[config.mk]
export PLATFORM = sky130hd
export DESIGN_NAME = dtc_timer_core
export DESIGN_NICKNAME = d
export VERILOG_FILES = /design/src/core/dtc_pkg.sv /design/src/core/dtc_pin_sync.sv /design/src/core/dtc_timer_core.sv
export SDC_FILE = /design/constraint.sdc
export NUM_CORES = 1
export LEC_CHECK = 0
export ABC_AREA = 0
export BUFFER_PORTS_ARGS = -buffer_cell sky130_fd_sc_hd__buf_2
export CAP_MARGIN = 10
export CORE_ASPECT_RATIO = 1.5
export CORE_UTILIZATION = 50
export DETAILED_ROUTE_END_ITERATION = 10
export PLACE_DENSITY = 0.73
export REMOVE_ABC_BUFFERS = 1
export SETUP_SLACK_MARGIN = 0.4
export SYNTH_ARGS = -nofsm -noshare
export SYNTH_HDL_FRONTEND = slang
export SYNTH_SLANG_ARGS = --single-unit
[constraint.sdc]
create_clock -name clk -period 3.7 [get_ports clk]
set_input_delay 0.185 -clock clk [delete_from_list [all_inputs] [get_ports clk]]
set_output_delay 0.185 -clock clk [all_outputs]
set_load 0.005 [all_outputs]
[src/core/dtc_pkg.sv]
// package of register offsets, field positions and timing constants for the dual timer block
package dtc_pkg;

  // ****************************************************************
  // register map
  // ****************************************************************
  localparam logic [7:0] DTC_CTRL_FLAGS_OFS = 8'h88; // timer_ctrl_flags
  localparam logic [7:0] DTC_MODE_SEL_OFS   = 8'h89; // timer_mode_select
  localparam logic [7:0] DTC_A_LOW_OFS      = 8'h8a; // timer_a_low_byte
  localparam logic [7:0] DTC_B_LOW_OFS      = 8'h8b; // timer_b_low_byte
  localparam logic [7:0] DTC_A_HIGH_OFS     = 8'h8c; // timer_a_high_byte
  localparam logic [7:0] DTC_B_HIGH_OFS     = 8'h8d; // timer_b_high_byte
  localparam logic [7:0] DTC_CLK_CFG_OFS    = 8'h8e; // clock_config_reg

  // ****************************************************************
  // reset values
  // ****************************************************************
  localparam logic [7:0] DTC_CTRL_RST  = 8'h00;
  localparam logic [7:0] DTC_MODE_RST  = 8'h00;
  localparam logic [7:0] DTC_COUNT_RST = 8'h00;
  localparam logic [7:0] DTC_CLK_RST   = 8'h00;

  // ****************************************************************
  // timer_ctrl_flags field positions
  // ****************************************************************
  localparam int DTC_TB_OVF = 7; // timer_b_overflow_flag
  localparam int DTC_TB_RUN = 6; // timer_b_run
  localparam int DTC_TA_OVF = 5; // timer_a_overflow_flag
  localparam int DTC_TA_RUN = 4; // timer_a_run
  localparam int DTC_XB_FLG = 3; // ext_irq_b_flag
  localparam int DTC_XB_TYP = 2; // ext_irq_b_type
  localparam int DTC_XA_FLG = 1; // ext_irq_a_flag
  localparam int DTC_XA_TYP = 0; // ext_irq_a_type

  // ****************************************************************
  // timer_mode_select nibble fields (timer b upper, timer a lower)
  // ****************************************************************
  localparam int DTC_B_NIB  = 4; // base of timer b nibble
  localparam int DTC_A_NIB  = 0; // base of timer a nibble
  localparam int DTC_GATE   = 3; // gate bit within nibble
  localparam int DTC_CSEL   = 2; // counter select within nibble
  localparam int DTC_MODE_H = 1; // mode_high_bit within nibble

  // ****************************************************************
  // clock_config_reg field positions
  // ****************************************************************
  localparam int DTC_TB_CLKM = 4; // timer_b_clock_mode
  localparam int DTC_TA_CLKM = 3; // timer_a_clock_mode
  localparam logic [7:0] DTC_CLK_MASK = 8'h18; // writable bits

  // ****************************************************************
  // modes and timing
  // ****************************************************************
  typedef enum logic [1:0] {
    DTC_MODE_13,
    DTC_MODE_16,
    DTC_MODE_RELOAD,
    DTC_MODE_SPLIT
  } dtc_mode_t;

  localparam int DTC_PRESCALE = 12; // divide ratio of slow timer clock

endpackage

[src/core/dtc_pin_sync.sv]
// two-flop synchroniser with falling-edge detection for one input pin
`timescale 1ns/100ps
`default_nettype none

module dtc_pin_sync (
  input  wire logic clk,
  input  wire logic sys_rst,
  input  wire logic pin,
  output logic      level,
  output logic      fall
);

  logic meta_reg; // first stage, read only by level
  logic prev_reg; // delayed synchronised level

  // ****************************************************************
  // synchroniser chain
  // ****************************************************************
  // idle-high pins reset high so no false edge at start
  always_ff @(posedge clk) begin
    if (sys_rst) begin
      meta_reg <= 1'b1;
      level    <= 1'b1;
      prev_reg <= 1'b1;
    end else begin
      meta_reg <= pin;
      level    <= meta_reg;
      prev_reg <= level;
    end
  end

  // falling edge taken from synchronised samples only
  assign fall = prev_reg & ~level;

endmodule

`default_nettype wire

[src/core/dtc_timer_core.sv]
// dual timer/counter and external interrupt control with register port
`timescale 1ns/100ps
`default_nettype none

module dtc_timer_core (
  input  wire logic       clk,
  input  wire logic       sys_rst,
  input  wire logic [7:0] addr,
  input  wire logic [7:0] wdata,
  input  wire logic       wr_stb,
  input  wire logic       rd_stb,
  output logic      [7:0] rdata,
  input  wire logic       ext_irq_a_pin,
  input  wire logic       ext_irq_b_pin,
  input  wire logic       timer_a_count_pin,
  input  wire logic       timer_b_count_pin,
  input  wire logic       ack_timer_a,
  input  wire logic       ack_timer_b,
  input  wire logic       ack_ext_a,
  input  wire logic       ack_ext_b,
  output logic            ext_irq_a_req,
  output logic            ext_irq_b_req,
  output logic            timer_a_irq_req,
  output logic            timer_b_irq_req
);

  // ****************************************************************
  // registers
  // ****************************************************************
  logic [7:0] ctrl_reg;     // timer_ctrl_flags
  logic [7:0] mode_reg;     // timer_mode_select
  logic [7:0] clk_cfg_reg;  // clock_config_reg
  logic [7:0] a_low_reg;    // timer_a_low_byte
  logic [7:0] a_high_reg;   // timer_a_high_byte
  logic [7:0] b_low_reg;    // timer_b_low_byte
  logic [7:0] b_high_reg;   // timer_b_high_byte
  logic [3:0] div_reg;      // divide-by-twelve counter
  logic       div_tick;     // one-cycle slow clock enable

  // synchronised pins
  logic xa_lvl, xa_fall, xb_lvl, xb_fall;
  logic ca_lvl, ca_fall, cb_lvl, cb_fall;

  // ****************************************************************
  // pin synchronisers
  // ****************************************************************
  dtc_pin_sync u_sync_xa (.clk(clk), .sys_rst(sys_rst), .pin(ext_irq_a_pin),
                          .level(xa_lvl), .fall(xa_fall));
  dtc_pin_sync u_sync_xb (.clk(clk), .sys_rst(sys_rst), .pin(ext_irq_b_pin),
                          .level(xb_lvl), .fall(xb_fall));
  dtc_pin_sync u_sync_ca (.clk(clk), .sys_rst(sys_rst), .pin(timer_a_count_pin),
                          .level(ca_lvl), .fall(ca_fall));
  dtc_pin_sync u_sync_cb (.clk(clk), .sys_rst(sys_rst), .pin(timer_b_count_pin),
                          .level(cb_lvl), .fall(cb_fall));

  // ****************************************************************
  // prescaler
  // ****************************************************************
  localparam logic [3:0] DIV_LAST = 4'(dtc_pkg::DTC_PRESCALE - 1);

  // free-running divider producing a pulse every twelve clocks
  always_ff @(posedge clk) begin
    if (sys_rst) begin
      div_reg <= 4'h0;
    end else if (div_reg == DIV_LAST) begin
      div_reg <= 4'h0;
    end else begin
      div_reg <= div_reg + 4'h1;
    end
  end

  assign div_tick = (div_reg == DIV_LAST);

  // ****************************************************************
  // count enables
  // ****************************************************************
  // pick the count source of one timer
  function automatic logic count_src(input logic csel, input logic clkm,
                                     input logic tick, input logic fall);
    if (csel) begin
      count_src = fall; // external pin falling edge
    end else if (clkm) begin
      count_src = 1'b1; // undivided system clock
    end else begin
      count_src = tick; // system clock over twelve
    end
  endfunction

  logic [3:0] a_nib, b_nib;
  logic       a_gate_ok, b_gate_ok;
  logic       a_inc, b_inc, a_hi_inc;
  logic [1:0] a_mode, b_mode;

  assign a_nib     = mode_reg[dtc_pkg::DTC_A_NIB +: 4];
  assign b_nib     = mode_reg[dtc_pkg::DTC_B_NIB +: 4];
  assign a_mode    = a_nib[dtc_pkg::DTC_MODE_H -: 2];
  assign b_mode    = b_nib[dtc_pkg::DTC_MODE_H -: 2];
  assign a_gate_ok = ~a_nib[dtc_pkg::DTC_GATE] | xa_lvl;
  assign b_gate_ok = ~b_nib[dtc_pkg::DTC_GATE] | xb_lvl;

  // run bit zero stops the timer and the count stays put; the split high byte of timer a runs on timer b run instead
  assign a_inc = ctrl_reg[dtc_pkg::DTC_TA_RUN] & a_gate_ok
               & count_src(a_nib[dtc_pkg::DTC_CSEL], clk_cfg_reg[dtc_pkg::DTC_TA_CLKM],
                           div_tick, ca_fall);
  assign b_inc = ctrl_reg[dtc_pkg::DTC_TB_RUN] & b_gate_ok
               & (b_mode != 2'b11) // mode three halts timer b
               & count_src(b_nib[dtc_pkg::DTC_CSEL], clk_cfg_reg[dtc_pkg::DTC_TB_CLKM],
                           div_tick, cb_fall);
  // split high byte: internal clock only, started by timer b run
  assign a_hi_inc = ctrl_reg[dtc_pkg::DTC_TB_RUN]
                  & (clk_cfg_reg[dtc_pkg::DTC_TA_CLKM] | div_tick);

  // ****************************************************************
  // counter step function
  // ****************************************************************
  // returns next {high, low} and overflow for one timer step
  function automatic logic [16:0] step(input logic [1:0] mode, input logic [7:0] lo,
                                       input logic [7:0] hi);
    logic [16:0] r;
    r = {1'b0, hi, lo};
    case (mode)
      2'b00: begin
        // five-bit prescaler carries into high byte
        if (lo[4:0] == 5'h1f) begin
          r = {(hi == 8'hff), hi + 8'h01, lo[7:5], 5'h00};
        end else begin
          r = {1'b0, hi, lo[7:5], lo[4:0] + 5'h01};
        end
      end
      2'b01: begin
        r = {1'b0, hi, lo} + 17'h00001; // 16-bit count
      end
      default: begin
        // 8-bit with reload from high byte; split low byte wraps to zero instead
        if (lo == 8'hff) begin
          r = {1'b1, hi, (mode == 2'b10) ? hi : 8'h00};
        end else begin
          r = {1'b0, hi, lo + 8'h01};
        end
      end
    endcase
    step = r;
  endfunction

  logic [16:0] a_step, b_step;
  logic        a_ovf, b_ovf, a_hi_ovf;

  assign a_step   = step(a_mode, a_low_reg, a_high_reg);
  assign b_step   = step(b_mode, b_low_reg, b_high_reg);
  assign a_ovf    = a_inc & a_step[16];
  assign b_ovf    = b_inc & b_step[16];
  assign a_hi_ovf = (a_mode == 2'b11) & a_hi_inc & (a_high_reg == 8'hff);

  // register write decode
  logic wr_ctrl, wr_mode, wr_clk, wr_al, wr_ah, wr_bl, wr_bh;

  assign wr_ctrl = wr_stb & (addr == dtc_pkg::DTC_CTRL_FLAGS_OFS);
  assign wr_mode = wr_stb & (addr == dtc_pkg::DTC_MODE_SEL_OFS);
  assign wr_clk  = wr_stb & (addr == dtc_pkg::DTC_CLK_CFG_OFS);
  assign wr_al   = wr_stb & (addr == dtc_pkg::DTC_A_LOW_OFS);
  assign wr_ah   = wr_stb & (addr == dtc_pkg::DTC_A_HIGH_OFS);
  assign wr_bl   = wr_stb & (addr == dtc_pkg::DTC_B_LOW_OFS);
  assign wr_bh   = wr_stb & (addr == dtc_pkg::DTC_B_HIGH_OFS);

  // ****************************************************************
  // timer a count bytes
  // ****************************************************************
  // software write wins over a count in the same cycle
  always_ff @(posedge clk) begin
    if (sys_rst) begin
      a_low_reg  <= dtc_pkg::DTC_COUNT_RST;
      a_high_reg <= dtc_pkg::DTC_COUNT_RST;
    end else begin
      if (wr_al) begin
        a_low_reg <= wdata;
      end else if (a_inc) begin
        a_low_reg <= a_step[7:0];
      end
      if (wr_ah) begin
        a_high_reg <= wdata;
      end else if (a_mode == 2'b11) begin
        if (a_hi_inc) begin
          a_high_reg <= a_high_reg + 8'h01; // separate 8-bit timer
        end
      end else if (a_inc) begin
        a_high_reg <= a_step[15:8];
      end
    end
  end

  // ****************************************************************
  // timer b count bytes
  // ****************************************************************
  always_ff @(posedge clk) begin
    if (sys_rst) begin
      b_low_reg  <= dtc_pkg::DTC_COUNT_RST;
      b_high_reg <= dtc_pkg::DTC_COUNT_RST;
    end else begin
      if (wr_bl) begin
        b_low_reg <= wdata;
      end else if (b_inc) begin
        b_low_reg <= b_step[7:0];
      end
      if (wr_bh) begin
        b_high_reg <= wdata;
      end else if (b_inc) begin
        b_high_reg <= b_step[15:8];
      end
    end
  end

  // ****************************************************************
  // mode and clock configuration
  // ****************************************************************
  always_ff @(posedge clk) begin
    if (sys_rst) begin
      mode_reg    <= dtc_pkg::DTC_MODE_RST;
      clk_cfg_reg <= dtc_pkg::DTC_CLK_RST;
    end else begin
      if (wr_mode) begin
        mode_reg <= wdata;
      end
      if (wr_clk) begin
        clk_cfg_reg <= wdata & dtc_pkg::DTC_CLK_MASK;
      end
    end
  end

  // ****************************************************************
  // control and flag register
  // ****************************************************************
  // next value of an edge flag: hardware set beats any clear
  function automatic logic edge_flag(input logic cur, input logic wr, input logic wv,
                                     input logic ack, input logic set);
    logic n;
    n = cur;
    if (wr) begin
      n = wv;
    end
    if (ack) begin
      n = 1'b0;
    end
    if (set) begin
      n = 1'b1;
    end
    edge_flag = n;
  endfunction

  logic xa_type, xb_type;

  assign xa_type = ctrl_reg[dtc_pkg::DTC_XA_TYP];
  assign xb_type = ctrl_reg[dtc_pkg::DTC_XB_TYP];

  always_ff @(posedge clk) begin
    if (sys_rst) begin
      ctrl_reg <= dtc_pkg::DTC_CTRL_RST;
    end else begin
      // run and type bits are plain software bits
      if (wr_ctrl) begin
        ctrl_reg[dtc_pkg::DTC_TB_RUN] <= wdata[dtc_pkg::DTC_TB_RUN];
        ctrl_reg[dtc_pkg::DTC_TA_RUN] <= wdata[dtc_pkg::DTC_TA_RUN];
        ctrl_reg[dtc_pkg::DTC_XB_TYP] <= wdata[dtc_pkg::DTC_XB_TYP];
        ctrl_reg[dtc_pkg::DTC_XA_TYP] <= wdata[dtc_pkg::DTC_XA_TYP];
      end
      ctrl_reg[dtc_pkg::DTC_TB_OVF] <= edge_flag(ctrl_reg[dtc_pkg::DTC_TB_OVF], wr_ctrl,
        wdata[dtc_pkg::DTC_TB_OVF], ack_timer_b, b_ovf | a_hi_ovf);
      ctrl_reg[dtc_pkg::DTC_TA_OVF] <= edge_flag(ctrl_reg[dtc_pkg::DTC_TA_OVF], wr_ctrl,
        wdata[dtc_pkg::DTC_TA_OVF], ack_timer_a, a_ovf);
      // level mode: flag follows inverted pin, writes ignored
      if (xb_type) begin
        ctrl_reg[dtc_pkg::DTC_XB_FLG] <= edge_flag(ctrl_reg[dtc_pkg::DTC_XB_FLG], wr_ctrl,
          wdata[dtc_pkg::DTC_XB_FLG], ack_ext_b, xb_fall);
      end else begin
        ctrl_reg[dtc_pkg::DTC_XB_FLG] <= ~xb_lvl;
      end
      if (xa_type) begin
        ctrl_reg[dtc_pkg::DTC_XA_FLG] <= edge_flag(ctrl_reg[dtc_pkg::DTC_XA_FLG], wr_ctrl,
          wdata[dtc_pkg::DTC_XA_FLG], ack_ext_a, xa_fall);
      end else begin
        ctrl_reg[dtc_pkg::DTC_XA_FLG] <= ~xa_lvl;
      end
    end
  end

  // ****************************************************************
  // request outputs and read port
  // ****************************************************************
  // flags copied to registered request outputs
  always_ff @(posedge clk) begin
    if (sys_rst) begin
      timer_a_irq_req <= 1'b0;
      timer_b_irq_req <= 1'b0;
      ext_irq_a_req   <= 1'b0;
      ext_irq_b_req   <= 1'b0;
    end else begin
      timer_a_irq_req <= ctrl_reg[dtc_pkg::DTC_TA_OVF];
      timer_b_irq_req <= ctrl_reg[dtc_pkg::DTC_TB_OVF];
      ext_irq_a_req   <= ctrl_reg[dtc_pkg::DTC_XA_FLG];
      ext_irq_b_req   <= ctrl_reg[dtc_pkg::DTC_XB_FLG];
    end
  end

  // read data valid the cycle after the strobe, zero otherwise
  always_ff @(posedge clk) begin
    if (sys_rst) begin
      rdata <= 8'h00;
    end else if (!rd_stb) begin
      rdata <= 8'h00;
    end else if (addr == dtc_pkg::DTC_CTRL_FLAGS_OFS) begin
      rdata <= ctrl_reg;
    end else if (addr == dtc_pkg::DTC_MODE_SEL_OFS) begin
      rdata <= mode_reg;
    end else if (addr == dtc_pkg::DTC_A_LOW_OFS) begin
      rdata <= a_low_reg;
    end else if (addr == dtc_pkg::DTC_B_LOW_OFS) begin
      rdata <= b_low_reg;
    end else if (addr == dtc_pkg::DTC_A_HIGH_OFS) begin
      rdata <= a_high_reg;
    end else if (addr == dtc_pkg::DTC_B_HIGH_OFS) begin
      rdata <= b_high_reg;
    end else if (addr == dtc_pkg::DTC_CLK_CFG_OFS) begin
      rdata <= clk_cfg_reg;
    end else begin
      rdata <= 8'h00; // unmapped address reads zero
    end
  end

endmodule

`default_nettype wire

# After elaboration in Yosys (flattened, before gate mapping)
# Cells that the tools add are included.
[totals]
reg_bits = 78
elab_cells = 158
[op_classes]
n_addsub = 9
eq_ne = 27
mux = 43
bitwise_logic = 32
reduce_logical = 16
[ops]
columns = ["cell", "count"]
rows = [
  ["$mux 8", 18],
  ["$eq 8x8->1 const B", 11],
  ["$mux 17", 4],
  ["$pmux 17 s2", 2],
  ["$add 16x1->17 const B", 2],
  ["$add 8x1->8 const B", 4],
  ["$and 1x1->1", 21],
  ["$mux 1", 18],
  ["$reduce_bool 3->1", 4],
  ["$add 5x1->5 const B", 2],
  ["$eq 5x5->1 const B", 2],
  ["$ne 4x2->1 const B", 2],
  ["$not 1->1", 7],
  ["$eq 2x2->1 const B", 3],
  ["$ne 2x2->1 const B", 3],
  ["$ne 3x3->1 const B", 2],
  ["$reduce_bool 2->1", 3],
  ["$mux 5", 1],
  ["$add 4x1->4 const B", 1],
  ["$eq 2x1->1 const B", 2],
  ["$eq 4x4->1 const B", 1],
  ["$logic_not 2->1", 2],
  ["$ne 4x4->1 const B", 1],
  ["$or 1x1->1", 4],
  ["other kinds (5)", 7],
]

# Longest topological paths before layout
[depth]
depth_word = 8
depth_mapped = 11

# Hierarchy
# Synthesis repeated with hierarchy kept, for this count alone.
[unflattened]
cells_unflattened = 591
hier_area_um2 = 4644.5
[modules_own_cells]
columns = ["module", "instances", "cells_per_inst", "area_each_um2", "seq_area_each_um2"]
rows = [
  ["dtc_timer_core", 1, 563, 4304.1, 1321.3],
  ["dtc_pin_sync", 4, 7, 85.1, 60.1],
]

# Worst setup path before layout
# OpenSTA, ideal clock, no wires.
[synth_timing]
kind = "register to register"
startpoint = "register a_low_reg[0]"
endpoint = "register a_low_reg[2]"
t_arrival_ns = 2.067
path_slack_ns = 1.501
path_stages_with_launch = 10
period_less_slack_ns = 2.199
cell_sequence = "dfxtp_1 > ha_1 > nand3_1 > inv_1 > ha_1 > or3b_2 > clkbuf_1 > a32o_1 > a221oi_1 > nor3_1"
[synth_via]
elab_chain_len = 5
[synth_rtl]
columns = ["item", "line_no", "source"]
rows = [
  ["start: declaration", "dtc_timer_core.sv:33", "logic [7:0] a_low_reg;"],
  ["start signal: assignment", "dtc_timer_core.sv:171", "a_low_reg <= dtc_pkg::DTC_COUNT_RST;"],
  ["start signal: assignment", "dtc_timer_core.sv:175", "a_low_reg <= wdata;"],
  ["start signal: assignment", "dtc_timer_core.sv:177", "a_low_reg <= a_step[7:0];"],
  ["$add 8x1->8, or another cell as far along", "dtc_timer_core.sv:138", "r = {1'b0, hi, lo + 8'h01};"],
  ["$mux 17, on equally long branches", "dtc_timer_core.sv:135, dtc_timer_core.sv:124", ""],
  ["$pmux 17 s2 *", "dtc_timer_core.sv:121", "case (mode)"],
  ["$mux 8 *", "dtc_timer_core.sv:176", "end else if (a_inc) begin"],
  ["$mux 8 *", "dtc_timer_core.sv:174", "if (wr_al) begin"],
]
# Every way passes the cells marked *; elsewhere a longest branch is shown, timed or not. The select of a mux whose other input is x is not followed.
# A chain may end at the register's enable or synchronous reset.

# Worst setup path in the final report
[layout_timing]
startpoint = "register a_low_reg[0]"
endpoint = "register a_high_reg[0]"
[layout_via]
elab_chain_len = 5
[layout_rtl]
columns = ["item", "line_no", "source"]
rows = [
  ["$add 16x1->17", "dtc_timer_core.sv:131", "r = {1'b0, hi, lo} + 17'h00001;"],
  ["$pmux 17 s2", "dtc_timer_core.sv:121", ""],
  ["$mux 8", "dtc_timer_core.sv:185", "end else if (a_inc) begin"],
  ["$mux 8", "dtc_timer_core.sv:181", "end else if (a_mode == 2'b11) begin"],
  ["$mux 8", "dtc_timer_core.sv:179", "if (wr_ah) begin"],
  ["end signal: assignment", "dtc_timer_core.sv:180", "a_high_reg <= wdata;"],
  ["end signal: assignment", "dtc_timer_core.sv:183", "a_high_reg <= a_high_reg + 8'h01;"],
  ["end signal: assignment", "dtc_timer_core.sv:186", "a_high_reg <= a_step[15:8];"],
  ["end: declaration", "dtc_timer_core.sv:34", "logic [7:0] a_high_reg;"],
]
# Parallel ways exist; a longest one is shown, timed or not. The select of a mux whose other input is x is not followed.

==> impl_results.md <==
- DRT Pass-1 Iters: 5
- Worst EP required: 3.96 ns
- Mapped Area: 4580 µm²
- Synth top area share: 0.341
- Via Count: 4588
- Yosys cell types: 76
- Top-count cell post-synth: dfxtp_1
- Place WS: 1.03 ns
- Setup Total Neg Slack: 0 ns
- Post-Synth Simple-Gate Area: 0.251
- Mux cell area share after synthesis: 0.0442
- Initial core utilization: 0.516
- Final setup viols: 0
- Hold EP: u_sync_cb.meta_reg$_SDFF_PP1_
- Setup CP Type: reg -> reg
- FP Rows: 42
- #FFs+latches synth: 78
- VDD IR max: 0.284 mV
- Total power draw: 0.00180 W
- Iter 0 DRT Violations: 465
- Num Clock Sinks: 78
- DR WL met3: 855 µm
- Slew @ Worst Pin: 0.874 ns
- Nets: 628
- Static leakage: 1.88 nW
- Die Area: 9560 µm²
- GRT Util Overall: 0.316
- Clock-pin transition on the worst setup and hold timing paths: 0.06 ns
- Tcrit/Tclk final: 0.736
- Top Layer Used: met4
- Synth top cells by count: dfxtp_1, nand2_1, a21oi_1
- EDFF count, synth: 0
- Initial antenna violation count: 0
- Clk_lat worst skew: 0.34 ns
- Worst relative slew slack: 0.412
- Htree depth: 3
- IO Count: 40
- Worst Skew: 0.00525 ns
- Placed wire-length estimate: 10.3 mm
- Synth warn: 0
- # Post-CTS Setup Buffers: 0
- CTS tree: built
- Cell count of the worst reg-to-reg path: 9
- Vias per cell: 6.52
- Total wire length: 14.3 mm
- Adder-Cell Fraction of Synth Area: 0.0300
- Top post-synthesis cells by area: dfxtp_1, a21oi_1, nand2_1
- Async S/R FF share, synth: 0
- Vias in the first global route: 4304
- Worst Setup Start Kind: flop
- Worst Hold Class: in -> reg
- Share of post-route cells with drive strength above 1: 0.153
- Detail Route Antenna Nets: 0
- Critical path endpoint category: flop
- Hold Path Stages: 2
- Worst Hold Launch: timer_b_count_pin
- Grt ovf: 0
- Largest net degree at the start of global routing: 60
- Largest family of logic cells by synthesized area: simple AND/OR/NAND/NOR gates
- Area leader, netlist: dfxtp_1
- Die Y: 119 µm
- DRT met1 WL: 5.43 mm
- Status: finished, final reports clean
- Reg-to-reg startpoint: a_low_reg[0]$_SDFFE_PP0P_
- P&R area growth vs syn: 10.2%
- Final worst slack: 0.978 ns
- Number of remaining DRC errors: 0
- Core ar.: 8880 µm²
- Met2 Routed Length: 6.86 mm
- Power density over cell area: 357 nW/µm²
- Sequential share of the synthesized area: 0.341
- Synth Area in XOR/XNOR: 0.0325
- Cts repair resizes: 0
- GPL Wtd Cong: 0.976
- Final Hold Vio Count: 0
- Num CTS Buffers: 9
- Worst EP arrival: 2.98 ns
- Clk buf depth: 2
- # diodes: 0
- Reg2Reg Setup Slack: 0.98 ns
- Crit path max fanout: 12
- Gate Count Post-Synth: 572
- Avg Synthesized Cell Area: 8.01 µm²
- Per-cell routed wire length: 20.3 µm
- Worst R2R End: a_high_reg[0]$_SDFFE_PP0P_
- Fraction of the mapped netlist area in compound gates: 0.247
- RSZ-0062 raised after global routing: no
- First-pass GRT wire length: 22.6 mm
- Max Cap Violations: 0
- Post-synth top flop: dfxtp_1
- PortBufs: 39
- Pins Over Slew Limit: 0
- Hold-fix buffers, CTS: 0
- Die Wd: 80.2 µm
- Peak Freq: 367 MHz
- Clock root cell: clkbuf_16
- Min Tclk post-route: 2.72 ns
[critical path, cell delays in order, from the launching register on]
cell and delay, ns:
dfxtp_1 0.44, ha_1 0.18, nand3_1 0.12, inv_1 0.13, ha_1 0.21, a21oi_1 0.13, o32ai_2 0.71, o21ai_0 0.27
xor2_1 0.20, a211oi_1 0.22
[area by class of cell]
type / instances / area [µm²]
Clock buffer: 9 / 225
Clock inverter: 7 / 55.1
Fill cell: 849 / 3830
Inverter: 26 / 97.6
Multi-Input combinational cell: 434 / 2770
Sequential cell: 78 / 1560
Tap cell: 110 / 138
Timing Repair Buffer: 40 / 203
[power by group]
group | switching, W | internal (W) | leakage [nW]
clock network | 0.000380 | 0.000461 | 0.133
registers | 0.00000584 | 0.000849 | 0.631
logic | 0.0000725 | 0.0000338 | 1.12
[cells by family (layout without fill, tap and decap cells)]
group	after synthesis	in the layout
compound gates	164	164
xor+xnor	17	17
fa+ha+maj	11	11
buf+inv	60	82
flops	78	78
mux	20	20
simple gates	222	222
[cells in the final DEF, fill, tap and decap left out, types with 6 or more instances in the layout]
| master | instances |
|---|---|
| o211ai_1 | 15 |
| o311ai_0 | 6 |
| a21oi_1 | 56 |
| nor2b_1 | 8 |
| xnor2_1 | 8 |
| nor2_1 | 48 |
| buf_2 | 39 |
| a211oi_1 | 9 |
| or2_2 | 12 |
| clkbuf_16 | 9 |
| inv_1 | 25 |
| dfxtp_1 | 78 |
| nor3_1 | 10 |
| mux2i_1 | 18 |
| and3_1 | 7 |
| ha_1 | 11 |
| a221oi_1 | 6 |
| xor2_1 | 9 |
| nand2_1 | 62 |
| nand3_1 | 24 |
| nand4_1 | 13 |
| o22ai_1 | 10 |
| o21ai_0 | 15 |
[metal layers]
layer	vias up	GRT usage
met5	-	0
met4	0	0.244
met3	69	0.0483
met2	227	0.510
met1	2159	0.366
li1	2133	-
[metrics by stage]
stage          cell area [µm²]  cells  hold WS, ns   util
5_1_grt                   5050    704       0.0162  0.569
2_1_floorplan             4430    538        0.252      -
3_5_place_dp              4770    688        0.371  0.537
6_report                  5050    704       0.0213  0.569
4_1_cts                   5050    704       0.0138  0.569
3_3_place_gp              4770    688        0.369  0.537
[worst max-delay path by stage]
stage / startpoint / end / slack [ns]
final: a_low_reg[0]$_SDFFE_PP0P_ / a_high_reg[0]$_SDFFE_PP0P_ / 0.98
after global routing: a_low_reg[0]$_SDFFE_PP0P_ / a_high_reg[2]$_SDFFE_PP0P_ / 0.80
after global placement: a_low_reg[0]$_SDFFE_PP0P_ / a_high_reg[0]$_SDFFE_PP0P_ / 1.09
after floorplan: a_low_reg[0]$_SDFFE_PP0P_ / a_high_reg[2]$_SDFFE_PP0P_ / 1.44
after CTS: a_low_reg[0]$_SDFFE_PP0P_ / a_high_reg[0]$_SDFFE_PP0P_ / 1.01
after detailed placement: a_low_reg[0]$_SDFFE_PP0P_ / a_high_reg[2]$_SDFFE_PP0P_ / 1.03
Power figures use the tool's default switching activity.
